File: config.mk
export PLATFORM = sky130hd
export DESIGN_NAME = rotx_exec
export DESIGN_NICKNAME = d
export VERILOG_FILES = /design/src/logic/rotx_exec_pkg.sv /design/src/logic/rotx_exec.sv
export SDC_FILE = /design/constraint.sdc
export NUM_CORES = 1
export LEC_CHECK = 0
export BUFFER_PORTS_ARGS = -buffer_cell sky130_fd_sc_hd__buf_2
export CORE_MARGIN = 4
export CORE_UTILIZATION = 40
export DETAILED_ROUTE_END_ITERATION = 7
export PLACE_DENSITY_LB_ADDON = 0.12
export REMOVE_ABC_BUFFERS = 1
export SYNTH_ARGS = -nofsm -noshare
export SYNTH_HDL_FRONTEND = slang
export SYNTH_SLANG_ARGS = --single-unit
File: constraint.sdc
create_clock -name pclk -period 9.33 [get_ports pclk]
set_input_delay 0.933 -clock pclk [delete_from_list [all_inputs] [get_ports pclk]]
set_output_delay 0.933 -clock pclk [all_outputs]
set_load 0.05 [all_outputs]
File: src/logic/rotx_exec_pkg.sv
/*
  constants, field layouts and state codes for the rotate-through-extend, return, decimal subtract
  and set-on-condition execute block.
  assumes a single 125 MHz clock and an APB master that reaches the block's registers.
*/
//
// Overview of operation
// - extended rotate: negative from result top bit, zero if result zero, overflow cleared
// - extended rotate: carry takes last bit out; zero count loads carry from extend
// - extended rotate: extend takes last bit out; zero count leaves extend alone
// - immediate count field gives 1 to 7 directly, value 0 means 8
// - register count selector takes count from named data register modulo 64
// - direction bit 0 rotates right, 1 rotates left, register and memory forms
// - register rotate size field: 00 byte, 01 word, 10 long
// - register rotate decoded from top nibble 1110 and bits 4..3 equal 10
// - memory rotate decoded from bits 15..9 1110010 and bits 7..6 11
// - memory rotate accepts only memory alterable addressing modes
// - return from exception traps when attempted in user state
// - return from exception pops whole status word, then program counter
// - return restoring flags pops condition flags only, then program counter, unprivileged
// - return from subroutine pops program counter, flags untouched
// - decimal subtract: destination minus source minus extend, packed byte decimal
// - decimal subtract: zero cleared if nonzero else kept; carry is borrow; extend copies
// - decimal subtract mode bit: 0 register to register, 1 memory predecrement both
// - decimal subtract decoded from top nibble 1000 and bits 8..4 10000
// - set on condition writes all ones if true, zeros otherwise, flags untouched
// - condition field codes for true, false, higher, carry, equality, overflow, sign, compares
// - set on condition decoded from top nibble 0101, bits 7..6 11, data alterable only
// - set on condition to memory reads the destination byte before writing
// - left extended rotate: top bit out to carry and extend, old extend enters bottom
// - right extended rotate: bottom bit out to carry and extend, old extend enters top
// - memory rotate moves one bit position on a word operand only
package rotx_exec_pkg;
  localparam logic [7:0] ADDR_CTRL = 8'h00;
  localparam logic [7:0] ADDR_OPCODE = 8'h04;
  localparam logic [7:0] ADDR_DST = 8'h08;
  localparam logic [7:0] ADDR_SRC = 8'h0C;
  localparam logic [7:0] ADDR_STATUS_WORD = 8'h10;
  localparam logic [7:0] ADDR_STACK_WORD = 8'h14;
  localparam logic [7:0] ADDR_STACK_PC = 8'h18;
  localparam logic [7:0] ADDR_RESULT = 8'h1C;
  localparam logic [7:0] ADDR_PC = 8'h20;
  localparam logic [7:0] ADDR_EXEC = 8'h24;
  localparam int CTRL_START_BIT = 0;
  localparam int FLAG_C = 0;
  localparam int FLAG_V = 1;
  localparam int FLAG_Z = 2;
  localparam int FLAG_N = 3;
  localparam int FLAG_X = 4;
  localparam int FLAG_TOP = 4;
  localparam int SUPER_BIT = 13;
  localparam logic [15:0] STATUS_RESET = 16'h2000;
  localparam int EXB_BUSY = 0;
  localparam int EXB_DONE = 1;
  localparam int EXB_TRAP = 2;
  localparam int EXB_ILLEGAL = 3;
  localparam int EXB_MEM_READ = 4;
  localparam int EXB_MEM_WRITE = 5;
  localparam int EXB_PREDEC = 6;
  localparam int EXB_PC_LOAD = 7;
  localparam logic [15:0] OP_RET_EXC = 16'h4E73;
  localparam logic [15:0] OP_RET_RESTORE = 16'h4E77;
  localparam logic [15:0] OP_RET_SUB = 16'h4E75;
  localparam logic [3:0] GROUP_ROTATE = 4'hE;
  localparam logic [3:0] GROUP_DEC_SUB = 4'h8;
  localparam logic [3:0] GROUP_SET_COND = 4'h5;
  localparam logic [1:0] ROT_REG_TAG = 2'h2;
  localparam logic [6:0] ROT_MEM_PREFIX = 7'h72;
  localparam logic [4:0] DEC_SUB_TAG = 5'h10;
  localparam logic [1:0] SIZE_BYTE = 2'h0;
  localparam logic [1:0] SIZE_WORD = 2'h1;
  localparam logic [1:0] SIZE_LONG = 2'h2;
  localparam logic [1:0] SIZE_MEM = 2'h3;
  localparam logic [2:0] MODE_DATA_REG = 3'h0;
  localparam logic [2:0] MODE_INDIRECT = 3'h2;
  localparam logic [2:0] MODE_INDEXED = 3'h6;
  localparam logic [2:0] MODE_EXT = 3'h7;
  localparam logic [2:0] EXT_ABS_SHORT = 3'h0;
  localparam logic [2:0] EXT_ABS_LONG = 3'h1;
  localparam logic [5:0] COUNT_FOR_ZERO_FIELD = 6'h08;
  localparam logic [5:0] COUNT_ONE = 6'h01;
  localparam logic [3:0] BCD_ADJUST = 4'h6;
  localparam logic [7:0] BYTE_ONES = 8'hFF;
  localparam logic [3:0] COND_TRUE = 4'h0;
  localparam logic [3:0] COND_FALSE = 4'h1;
  localparam logic [3:0] COND_HIGHER = 4'h2;
  localparam logic [3:0] COND_LOWER_SAME = 4'h3;
  localparam logic [3:0] COND_CARRY_CLEAR = 4'h4;
  localparam logic [3:0] COND_CARRY_SET = 4'h5;
  localparam logic [3:0] COND_NOT_EQUAL = 4'h6;
  localparam logic [3:0] COND_EQUAL = 4'h7;
  localparam logic [3:0] COND_OVERFLOW_CLEAR = 4'h8;
  localparam logic [3:0] COND_OVERFLOW_SET = 4'h9;
  localparam logic [3:0] COND_PLUS = 4'hA;
  localparam logic [3:0] COND_MINUS = 4'hB;
  localparam logic [3:0] COND_GREATER_EQUAL = 4'hC;
  localparam logic [3:0] COND_LESS_THAN = 4'hD;
  localparam logic [3:0] COND_GREATER_THAN = 4'hE;
  localparam logic [3:0] COND_LESS_EQUAL = 4'hF;
  typedef enum logic [1:0] {ST_IDLE = 2'b01, ST_ROTATE = 2'b10} state_type;
endpackage

File: src/logic/rotx_exec.sv
/*
  execute block for rotate through extend, the three stack returns, decimal subtract with extend
  and set byte on condition, reached as an APB slave.
  assumes software loads opcode, operands and stacked words, then writes the start bit; memory
  and stack traffic is done outside, steered by the action bits in the execution status register.
*/
// Our own choices: the APB slave port and the address map.
`timescale 1ns/1ps
module rotx_exec
  import rotx_exec_pkg::*;
(
  input wire logic pclk, // 125 MHz clock
  input wire logic presetn, // asynchronous reset, active low
  input wire logic psel, // apb select
  input wire logic penable, // apb access phase
  input wire logic pwrite, // apb direction, high for write
  input wire logic [7:0] paddr, // apb byte address
  input wire logic [31:0] pwdata, // apb write data
  output logic [31:0] prdata, // apb read data
  output logic pready, // apb ready
  output logic pslverr // apb error on unmapped address
);
  import rotx_exec_pkg::*;

  ////////////////////////////////////////////////////////////////////////////////////////////////
  // helper functions

  function automatic logic [32:0] rot_step(input logic [31:0] v, input logic x, input logic [1:0] sz,
                                           input logic left);
    logic [31:0] n;
    logic o;
    n = v;
    o = 1'b0;
    case (sz)
      SIZE_BYTE:
      begin
        o = left ? v[7] : v[0];
        n[7:0] = left ? {v[6:0], x} : {x, v[7:1]};
      end
      SIZE_WORD, SIZE_MEM:
      begin
        o = left ? v[15] : v[0];
        n[15:0] = left ? {v[14:0], x} : {x, v[15:1]};
      end
      default:
      begin
        o = left ? v[31] : v[0];
        n = left ? {v[30:0], x} : {x, v[31:1]};
      end
    endcase
    return {o, n};
  endfunction

  function automatic logic sized_top(input logic [31:0] v, input logic [1:0] sz);
    return (sz == SIZE_BYTE) ? v[7] : ((sz == SIZE_LONG) ? v[31] : v[15]);
  endfunction

  function automatic logic sized_zero(input logic [31:0] v, input logic [1:0] sz);
    return (sz == SIZE_BYTE) ? (v[7:0] == '0) : ((sz == SIZE_LONG) ? (v == '0) : (v[15:0] == '0));
  endfunction

  function automatic logic mem_alterable(input logic [2:0] mode, input logic [2:0] rg);
    return ((mode >= MODE_INDIRECT) && (mode <= MODE_INDEXED))
        || ((mode == MODE_EXT) && ((rg == EXT_ABS_SHORT) || (rg == EXT_ABS_LONG)));
  endfunction

  function automatic logic cond_true(input logic [3:0] code, input logic [FLAG_TOP:0] f);
    logic c;
    logic v;
    logic z;
    logic n;
    logic t;
    c = f[FLAG_C];
    v = f[FLAG_V];
    z = f[FLAG_Z];
    n = f[FLAG_N];
    t = 1'b0;
    unique case (code)
      COND_TRUE: t = 1'b1;
      COND_FALSE: t = 1'b0;
      COND_HIGHER: t = !c && !z;
      COND_LOWER_SAME: t = c || z;
      COND_CARRY_CLEAR: t = !c;
      COND_CARRY_SET: t = c;
      COND_NOT_EQUAL: t = !z;
      COND_EQUAL: t = z;
      COND_OVERFLOW_CLEAR: t = !v;
      COND_OVERFLOW_SET: t = v;
      COND_PLUS: t = !n;
      COND_MINUS: t = n;
      COND_GREATER_EQUAL: t = (n == v);
      COND_LESS_THAN: t = (n != v);
      COND_GREATER_THAN: t = (n == v) && !z;
      COND_LESS_EQUAL: t = z || (n != v);
    endcase
    return t;
  endfunction

  // packed decimal d - s - x, returns borrow then result byte
  function automatic logic [8:0] dec_sub(input logic [7:0] d, input logic [7:0] s, input logic x);
    logic [4:0] lo;
    logic [4:0] hi;
    lo = {1'b0, d[3:0]} - {1'b0, s[3:0]} - {4'h0, x};
    if (lo[4])
    begin
      lo[3:0] = lo[3:0] - BCD_ADJUST;
    end
    hi = {1'b0, d[7:4]} - {1'b0, s[7:4]} - {4'h0, lo[4]};
    if (hi[4])
    begin
      hi[3:0] = hi[3:0] - BCD_ADJUST;
    end
    return {hi[4], hi[3:0], lo[3:0]};
  endfunction

  ////////////////////////////////////////////////////////////////////////////////////////////////
  // state

  state_type state_q, state_d;
  logic [15:0] opcode_q, opcode_d;
  logic [31:0] dst_q, dst_d;
  logic [31:0] src_q, src_d;
  logic [15:0] status_q, status_d;
  logic [15:0] stack_word_q, stack_word_d;
  logic [31:0] stack_pc_q, stack_pc_d;
  logic [31:0] result_q, result_d;
  logic [31:0] pc_q, pc_d;
  logic [7:0] exec_q, exec_d;
  logic [5:0] rot_cnt_q, rot_cnt_d;
  logic rot_left_q, rot_left_d;
  logic [1:0] rot_size_q, rot_size_d;
  logic [31:0] prdata_q, prdata_d;

  logic wr_acc;
  logic start_go;
  logic addr_hit;
  logic is_rot_reg;
  logic is_rot_mem;
  logic is_dec_sub;
  logic is_set_cond;
  logic [2:0] ea_mode;
  logic [2:0] ea_reg;
  logic [5:0] rot_count;
  logic [1:0] rot_size;
  logic [32:0] step;
  logic [8:0] dec_out;
  logic cond_hit;

  ////////////////////////////////////////////////////////////////////////////////////////////////
  // decode of the loaded opcode

  always_comb
  begin
    ea_mode = opcode_q[5:3];
    ea_reg = opcode_q[2:0];
    is_rot_reg = (opcode_q[15:12] == GROUP_ROTATE) && (opcode_q[4:3] == ROT_REG_TAG)
              && (opcode_q[7:6] != SIZE_MEM);
    is_rot_mem = (opcode_q[15:9] == ROT_MEM_PREFIX) && (opcode_q[7:6] == SIZE_MEM);
    is_dec_sub = (opcode_q[15:12] == GROUP_DEC_SUB) && (opcode_q[8:4] == DEC_SUB_TAG);
    is_set_cond = (opcode_q[15:12] == GROUP_SET_COND) && (opcode_q[7:6] == SIZE_MEM);
    rot_size = is_rot_mem ? SIZE_WORD : opcode_q[7:6];
    if (is_rot_mem)
    begin
      rot_count = COUNT_ONE;
    end
    else if (opcode_q[5])
    begin
      rot_count = src_q[5:0];
    end
    else
    begin
      rot_count = (opcode_q[11:9] == 3'h0) ? COUNT_FOR_ZERO_FIELD : {3'h0, opcode_q[11:9]};
    end
    step = rot_step(result_q, status_q[FLAG_X], rot_size_q, rot_left_q);
    dec_out = dec_sub(dst_q[7:0], src_q[7:0], status_q[FLAG_X]);
    cond_hit = cond_true(opcode_q[11:8], status_q[FLAG_TOP:0]);
  end

  ////////////////////////////////////////////////////////////////////////////////////////////////
  // register writes and execution

  always_comb
  begin
    state_d = state_q;
    opcode_d = opcode_q;
    dst_d = dst_q;
    src_d = src_q;
    status_d = status_q;
    stack_word_d = stack_word_q;
    stack_pc_d = stack_pc_q;
    result_d = result_q;
    pc_d = pc_q;
    exec_d = exec_q;
    rot_cnt_d = rot_cnt_q;
    rot_left_d = rot_left_q;
    rot_size_d = rot_size_q;
    wr_acc = psel && penable && pwrite;
    start_go = wr_acc && (paddr == ADDR_CTRL) && pwdata[CTRL_START_BIT] && (state_q == ST_IDLE);
    if (wr_acc)
    begin
      case (paddr)
        ADDR_OPCODE: opcode_d = pwdata[15:0];
        ADDR_DST: dst_d = pwdata;
        ADDR_SRC: src_d = pwdata;
        ADDR_STATUS_WORD: status_d = pwdata[15:0];
        ADDR_STACK_WORD: stack_word_d = pwdata[15:0];
        ADDR_STACK_PC: stack_pc_d = pwdata;
        default: ;
      endcase
    end
    if (start_go)
    begin
      exec_d = '0;
      exec_d[EXB_DONE] = 1'b1;
      if (opcode_q == OP_RET_EXC)
      begin
        if (status_q[SUPER_BIT])
        begin
          status_d = stack_word_q;
          pc_d = stack_pc_q;
          exec_d[EXB_PC_LOAD] = 1'b1;
        end
        else
        begin
          exec_d[EXB_TRAP] = 1'b1;
        end
      end
      else if (opcode_q == OP_RET_RESTORE)
      begin
        status_d[FLAG_TOP:0] = stack_word_q[FLAG_TOP:0];
        pc_d = stack_pc_q;
        exec_d[EXB_PC_LOAD] = 1'b1;
      end
      else if (opcode_q == OP_RET_SUB)
      begin
        pc_d = stack_pc_q;
        exec_d[EXB_PC_LOAD] = 1'b1;
      end
      else if (is_rot_reg || (is_rot_mem && mem_alterable(ea_mode, ea_reg)))
      begin
        result_d = dst_q;
        rot_left_d = opcode_q[8];
        rot_size_d = rot_size;
        rot_cnt_d = rot_count;
        exec_d[EXB_MEM_READ] = is_rot_mem;
        exec_d[EXB_MEM_WRITE] = is_rot_mem;
        if (rot_count == '0)
        begin
          status_d[FLAG_C] = status_q[FLAG_X];
          status_d[FLAG_V] = 1'b0;
          status_d[FLAG_N] = sized_top(dst_q, rot_size);
          status_d[FLAG_Z] = sized_zero(dst_q, rot_size);
        end
        else
        begin
          exec_d[EXB_DONE] = 1'b0;
          state_d = ST_ROTATE;
        end
      end
      else if (is_dec_sub)
      begin
        result_d = {dst_q[31:8], dec_out[7:0]};
        status_d[FLAG_C] = dec_out[8];
        status_d[FLAG_X] = dec_out[8];
        if (dec_out[7:0] != '0)
        begin
          status_d[FLAG_Z] = 1'b0;
        end
        exec_d[EXB_PREDEC] = opcode_q[3];
        exec_d[EXB_MEM_READ] = opcode_q[3];
        exec_d[EXB_MEM_WRITE] = opcode_q[3];
      end
      else if (is_set_cond && ((ea_mode == MODE_DATA_REG) || mem_alterable(ea_mode, ea_reg)))
      begin
        result_d = {dst_q[31:8], cond_hit ? BYTE_ONES : 8'h00};
        exec_d[EXB_MEM_READ] = (ea_mode != MODE_DATA_REG);
        exec_d[EXB_MEM_WRITE] = (ea_mode != MODE_DATA_REG);
      end
      else
      begin
        exec_d[EXB_ILLEGAL] = 1'b1;
      end
    end
    if (state_q == ST_ROTATE)
    begin
      result_d = step[31:0];
      status_d[FLAG_X] = step[32];
      rot_cnt_d = rot_cnt_q - COUNT_ONE;
      if (rot_cnt_q == COUNT_ONE)
      begin
        status_d[FLAG_C] = step[32];
        status_d[FLAG_V] = 1'b0;
        status_d[FLAG_N] = sized_top(step[31:0], rot_size_q);
        status_d[FLAG_Z] = sized_zero(step[31:0], rot_size_q);
        exec_d[EXB_DONE] = 1'b1;
        state_d = ST_IDLE;
      end
    end
  end

  always_ff @(posedge pclk or negedge presetn)
  begin
    if (!presetn)
    begin
      state_q <= ST_IDLE;
      opcode_q <= '0;
      dst_q <= '0;
      src_q <= '0;
      status_q <= STATUS_RESET;
      stack_word_q <= '0;
      stack_pc_q <= '0;
      result_q <= '0;
      pc_q <= '0;
      exec_q <= '0;
      rot_cnt_q <= '0;
      rot_left_q <= 1'b0;
      rot_size_q <= SIZE_BYTE;
    end
    else
    begin
      state_q <= state_d;
      opcode_q <= opcode_d;
      dst_q <= dst_d;
      src_q <= src_d;
      status_q <= status_d;
      stack_word_q <= stack_word_d;
      stack_pc_q <= stack_pc_d;
      result_q <= result_d;
      pc_q <= pc_d;
      exec_q <= exec_d;
      rot_cnt_q <= rot_cnt_d;
      rot_left_q <= rot_left_d;
      rot_size_q <= rot_size_d;
    end
  end

  ////////////////////////////////////////////////////////////////////////////////////////////////
  // apb read path, data captured in the setup cycle

  always_comb
  begin
    addr_hit = 1'b1;
    prdata_d = prdata_q;
    case (paddr)
      ADDR_CTRL: prdata_d = '0;
      ADDR_OPCODE: prdata_d = {16'h0000, opcode_q};
      ADDR_DST: prdata_d = dst_q;
      ADDR_SRC: prdata_d = src_q;
      ADDR_STATUS_WORD: prdata_d = {16'h0000, status_q};
      ADDR_STACK_WORD: prdata_d = {16'h0000, stack_word_q};
      ADDR_STACK_PC: prdata_d = stack_pc_q;
      ADDR_RESULT: prdata_d = result_q;
      ADDR_PC: prdata_d = pc_q;
      ADDR_EXEC: prdata_d = {24'h000000, exec_q[7:1], state_q == ST_ROTATE};
      default:
      begin
        addr_hit = 1'b0;
        prdata_d = '0;
      end
    endcase
    if (!(psel && !penable))
    begin
      prdata_d = prdata_q;
    end
  end

  always_ff @(posedge pclk or negedge presetn)
  begin
    if (!presetn)
    begin
      prdata_q <= '0;
    end
    else
    begin
      prdata_q <= prdata_d;
    end
  end

  assign prdata = prdata_q;
  assign pready = 1'b1;
  assign pslverr = psel && penable && !addr_hit;
endmodule

* Word level (Yosys, flattened, before mapping)
Cells that the tools add are included.
Storage, ports and cells: word-level logic and storage cells 238, output and inout bits 34, register bits after elaboration 258, memories kept 0, input bits 45, bits in latches 0, ROM bits 0, RAM bits 0
Cells by class: eq/ne operators 50, bitwise logic cells 3, $lt $le $gt $ge 2, reduce and logical (&&, ||, !) cells 62, $mul 0, $add $sub $neg 7, divide/modulo/power cells 0, muxes and demuxes 99, shift operators 0
Operators by type and width (number):
- two-way mux 32 bit | 13
- case mux 32 bit (9 select lines) | 1
- two-way mux 16 bit | 6
- logical NOT 32 bit | 2
- == test 16 x 15 -> 1 bit (second input constant) | 3
- two-way mux 6 bit | 8
- == test 4 bit (second input constant) | 10
- two-way mux 1 bit | 39
- == test 8 x 5 -> 1 bit (second input constant) | 4
- logical NOT 16 bit | 2
- two-way mux 4 bit | 8
- case mux 8 bit (2 select lines) | 2
- two-way mux 2 bit | 13
- logical NOT 8 bit | 3
- == test 4 x 3 -> 1 bit (second input constant) | 5
- two-way mux 5 bit | 4
- logical AND 1 bit | 18
- == test 8 x 4 -> 1 bit (second input constant) | 2
- == test 8 x 6 -> 1 bit (second input constant) | 2
- two-way mux 8 bit | 2
- case mux 1 bit (16 select lines) | 1
- AND reduction 5 bit | 3
- == test 2 bit (second input constant) | 6
- two-way mux 11 bit | 1
- other kinds (36) | 65

* Longest topological paths before layout
word-level depth 15, depth in mapped cells 20, depth with buffers taken out 20

* Worst setup path before layout
OpenSTA, ideal clock, no wires.
kind register to register, start point register dst_q[0], end point register status_q[2], period minus slack after synthesis 4.654 ns, arrival 4.571 ns, stages on the path, launching flop included 19, setup time 0.083 ns, path buffers 0, path slack 4.676 ns, data required time 9.247 ns, path through dfrtp_1 -> fa_1 -> ha_1 -> nor2_1 -> fa_1 -> and3b_1 -> o22ai_1 -> fa_1 -> inv_1 -> ha_1 -> nor2_1 -> fa_1 -> a21bo_2 -> a2bb2oi_1 -> nor2_1 -> xnor2_1 -> nor4_1 -> a41oi_1 -> o21ai_0
Between the ends: word-level cells in the longest chain between the ends 15, elaborated cells between the ends (all ways) 23, those cells by class add/sub: 5; mux: 14; reduce/logical: 4
RTL lines:
- start, declared | line rotx_exec.sv:121 | logic [31:0] dst_q, dst_d;
- start signal, assigned | line rotx_exec.sv:323 | dst_q <= dst_d;
- subtractor 4 x 4 -> 5 bit | line rotx_exec.sv:103 | lo = {1'b0, d[3:0]} - {1'b0, s[3:0]} - {4'h0, x};
- subtractor 5 x 1 -> 5 bit | line rotx_exec.sv:103
- subtractor 5 x 1 -> 5 bit | line rotx_exec.sv:108 | hi = {1'b0, d[7:4]} - {1'b0, s[7:4]} - {4'h0, lo[4]};
- subtractor 4 x 3 -> 4 bit | line rotx_exec.sv:111 | hi[3:0] = hi[3:0] - BCD_ADJUST;
- two-way mux 4 bit | line rotx_exec.sv:109 | if (hi[4])
- nonzero test 8 bit | line rotx_exec.sv:265 | if (dec_out[7:0] != '0)
- two-way mux 1 bit | line rotx_exec.sv:265
- two-way mux 1 bit | line rotx_exec.sv:260 | else if (is_dec_sub)
- two-way mux 1 bit (*) | line rotx_exec.sv:239 | else if (is_rot_reg || (is_rot_mem && mem_alterable(ea_mode, ea_reg)))
- two-way mux 5 bit (*) | line rotx_exec.sv:234 | else if (opcode_q == OP_RET_SUB)
- two-way mux 5 bit (*) | line rotx_exec.sv:228 | else if (opcode_q == OP_RET_RESTORE)
- two-way mux 5 bit (*) | line rotx_exec.sv:215 | if (opcode_q == OP_RET_EXC)
- two-way mux 16 bit (*) | line rotx_exec.sv:211 | if (start_go)
- two-way mux 4 bit | line rotx_exec.sv:289 | if (rot_cnt_q == COUNT_ONE)
- two-way mux 5 bit (*) | line rotx_exec.sv:284 | if (state_q == ST_ROTATE)
- via status_d[2] | line rotx_exec.sv:123 | logic [15:0] status_q, status_d;
- end signal, assigned | line rotx_exec.sv:325 | status_q <= status_d;
- end, declared | line rotx_exec.sv:123
The timed path passes the listed nets; every way through them passes the cells marked *. A chain may end at the register's enable or synchronous reset.

* Worst setup path in the final report
start point register status_q[4], end point register status_q[2]
Between the ends: word-level cells in the longest chain between the ends 14, elaborated cells between the ends (all ways) 27, those cells by class add/sub: 4; mux: 19; reduce/logical: 4
RTL lines (line):
- subtractor 5 x 1 -> 5 bit | rotx_exec.sv:103
- subtractor 5 x 1 -> 5 bit | rotx_exec.sv:108
- subtractor 4 x 3 -> 4 bit | rotx_exec.sv:111
- two-way mux 4 bit | rotx_exec.sv:109
- nonzero test 8 bit | rotx_exec.sv:265
- two-way mux 1 bit | rotx_exec.sv:265
- two-way mux 1 bit | rotx_exec.sv:260
- two-way mux 1 bit | rotx_exec.sv:239
- two-way mux 5 bit | rotx_exec.sv:234
- two-way mux 5 bit | rotx_exec.sv:228
- two-way mux 5 bit | rotx_exec.sv:215
- two-way mux 16 bit | rotx_exec.sv:211
- two-way mux 4 bit | rotx_exec.sv:289
- two-way mux 5 bit (*) | rotx_exec.sv:284
- via status_d[2] | rotx_exec.sv:123
Marks and branches as above.

==> impl_metrics.env <==
export IMPL_coreArea_um2=32800
export IMPL_htreeDepth=1
export IMPL_yosys_top_cells_area="dfrtp_1, mux2_2, mux2i_1, nor2_1, o21ai_0"
export IMPL_setup_tns_ps=0
export IMPL_post_cts_buffers=0
export IMPL_drtAntennaViolNets=0
export IMPL_layout_common_cells="dfrtp_1, mux2_2, nor2_1, nand2_1, buf_2"
export IMPL_tightest_slew_ps=1160
export IMPL_die_w_um=191
export IMPL_cts_max_path_buffers=3
export IMPL_drive_above_1_share=0.261
export IMPL_tritoncts_num_buffers=29
export IMPL_clock_sinks=257
export IMPL_worstSetupStartpointType="flip-flop"
export IMPL_hold_violations=0
export IMPL_grt_max_degree=99
export IMPL_start_util=0.409
export IMPL_gr_total_overflow=0
export IMPL_cp_slowest_cell="fa_1"
export IMPL_synth_ff_type="dfrtp_1"
export IMPL_post_dp_hpwl_mm=27.1
export IMPL_seq_area_frac_synth=0.480
export IMPL_vias_per_cell=6.08
export IMPL_crit_fanout=5
export IMPL_yosys_area_top_type="dfrtp_1"
export IMPL_timing_final_crit_share=0.573
export IMPL_clk_latency_ps=560
export IMPL_worstPathCellList="inv_1 > fa_1 > inv_1 > ha_1 > nor2_1 > fa_1 > and3b_1 > o22ai_1 > fa_1 > inv_1 > ha_1 > nor2_1 > fa_1 > a21bo_2 > a2bb2oi_1 > nor2_1 > xnor2_1 > nor4_1 > a41oi_1 > o21ai_0"
export IMPL_drv_cap=0
export IMPL_switching_share=0.256
export IMPL_wl_mm=42.1
export IMPL_io_buffers=77
export IMPL_cts_tree="yes"
export IMPL_rrSetupSlack_ps=3980
export IMPL_dr_first_iter_drc_count=959
export IMPL_avgSynthCellArea_um2=10.8
export IMPL_worst_setup_path_type="flip-flop to flip-flop"
export IMPL_fin_crit_ps=5350
export IMPL_synth_edff_count=0
export IMPL_syn_inst=1238
export IMPL_dieArea_um2=36500
export IMPL_cpPeakStageDelay_ps=540
export IMPL_fin_skew_ps=17.7
export IMPL_grt_pass1_wl_mm=65.3
export IMPL_pwr_share_seq=0.467
export IMPL_final_common_cell="dfrtp_1"
export IMPL_path_clk_slew_ps=60
export IMPL_antenna_found_initial=1
export IMPL_rsz0062_at_grt="no"
export IMPL_grt_pass1_vias=10500
export IMPL_gp_congestion=0.938
export IMPL_drv_slew=0
export IMPL_holdBufCountCts=0
export IMPL_end_kind="flip-flop"
export IMPL_report_final_setup_viol=0
export IMPL_cts_root_buffer="clkbuf_16"
export IMPL_p_leak_uw=0.00704
export IMPL_synth_top_cell_area_share=0.476
export IMPL_slew_headroom=0.226
export IMPL_placementRows=66
export IMPL_status="finished, final reports clean"
export IMPL_synthToLayoutAreaGrowth_pct=12.8
export IMPL_whs_ps=395
export IMPL_via_count=10600
export IMPL_p_clk_frac=0.450
export IMPL_ys_types=83
export IMPL_pwr_share_comb=0.083
export IMPL_cp_common_cell="fa_1"
export IMPL_post_cts_resized=0
export IMPL_min_path_type="input pin to asynchronous set/reset pin"
export IMPL_route_detailed_wl_per_inst_um=24.1
export IMPL_dr_pass1_iters=8
export IMPL_critical_path_arrival_ps=5830
export IMPL_io_pins=79
export IMPL_die_h_um=191
export IMPL_fmax_ghz=0.187
export IMPL_ir_drop_v=0.000129
export IMPL_required_ps=9810
export IMPL_drc=0
export IMPL_grt_util_all_layers=0.229
export IMPL_power_density_nw_per_um2=165
export IMPL_final_nets=1351
export IMPL_ys_warn_count=0
export IMPL_diodes=0
export IMPL_ys_seq_elements=257
export IMPL_synthArstFlopShare=1.00
export IMPL_p_int_uw=1860
export IMPL_netSwitchingPower_uw=640
export IMPL_synth_area_um2=13400
==> cells in the mapped netlist (4+ instances only) <==
cell type  count
nand3b_1       5
and3_1         4
nor2b_1        9
nand2b_1       7
a22oi_1       40
a211oi_1       8
a221oi_1      21
a41oi_1       10
nand3_1       18
o31ai_1        4
xnor2_1        7
buf_6          5
o22ai_1        6
a21oi_1       51
nand4_1       10
mux2_2       168
nor3_1        10
buf_1         10
dfrtp_1      255
o21ai_0       64
a22o_1        21
inv_1         40
buf_2         13
nand2_1       79
nor4_1        18
a21o_1         4
a31oi_1       31
clkbuf_1      51
mux2i_1       38
nor2_1        99
ha_1          16
o41ai_1        4
fa_1           4
a222oi_1      26
o32ai_1        4
==> stage by stage <==
step	setup WS (ps)	total power (uW)	std cells	cell area [um2]	utilization
2_1_floorplan	4680	1310	1157	13000	-
3_3_place_gp	4250	1390	1697	14200	0.433
3_5_place_dp	4050	1390	1697	14200	0.433
4_1_cts	4030	2530	1749	15100	0.461
5_1_grt	3630	2590	1749	15100	0.461
6_report	3980	2490	1749	15100	0.461
==> per-layer routing <==
metal / GRT usage / up-vias / share of wire
met5: 0 / - / 0.00031
li1: - / 4774 / -
met4: 0.0514 / 2 / 0.019
met3: 0.0316 / 55 / 0.061
met1: 0.332 / 5441 / 0.45
met2: 0.369 / 355 / 0.47
==> final timing paths <==
check,depth (start not counted),start,to
hold reg to reg,1,exec_q[7],exec_q[7]
setup / recovery,20,status_q[4],status_q[2]
min in group pclk,1,exec_q[7],exec_q[7]
hold / removal,1,presetn,prdata[5]
setup reg to reg,20,status_q[4],status_q[2]
max in group asynchronous,2,presetn,src_q[20]
==> registers in the layout (all words and copies together), names as in the netlist <==
register      cells
dst_q            32
exec_q            6
opcode_q         16
pc_q             32
prdata           32
result_q         32
rot_cnt_q         6
rot_left_q        1
rot_size_q        2
src_q            32
stack_pc_q       32
stack_word_q     16
state_q           2
status_q         16
==> critical path: cells and delay by family, from the launching register on <==
family | cells | cell delay [ps]
adder cells (fa/ha/maj) | 6 | 2190
AO/OA/AOI/OAI | 5 | 1440
AND/OR/NAND/NOR | 5 | 710
flip-flops | 1 | 440
buffers and inverters | 3 | 310
XOR/XNOR | 1 | 180
==> cell families (layout without fill, tap and decap cells) <==
| family | count (synthesis) | count (layout) | synth area share |
|---|---|---|---|
| simple gates | 289 | 289 | 0.106 |
| buf+inv | 121 | 190 | 0.0383 |
| compound gates | 334 | 334 | 0.178 |
| mux | 206 | 206 | 0.170 |
| fa+ha+maj | 20 | 20 | 0.0209 |
| xor+xnor | 10 | 10 | 0.00654 |
| flops | 257 | 257 | 0.480 |
| other cells | 1 | 1 | 0.000280 |
==> power groups by stage <==
stage	sequential [uW]	clock (uW)	combinational [uW]
5_1_grt	1170	1190	227
4_1_cts	1160	1150	210
3_5_place_dp	1180	0	209
3_3_place_gp	1180	0	209
6_report	1160	1120	208
2_1_floorplan	1230	0	71.8
==> final cells by class <==
cell class	count	area, um2
well taps	442	553
clock buffers	46	900
flip-flops and latches	257	6430
fillers	3084	17700
multi-input cells	860	6490
inverters	40	150
clock inverters	6	33.8
repair buffers	98	553
No activity file was read; power rests on OpenSTA's default activity.
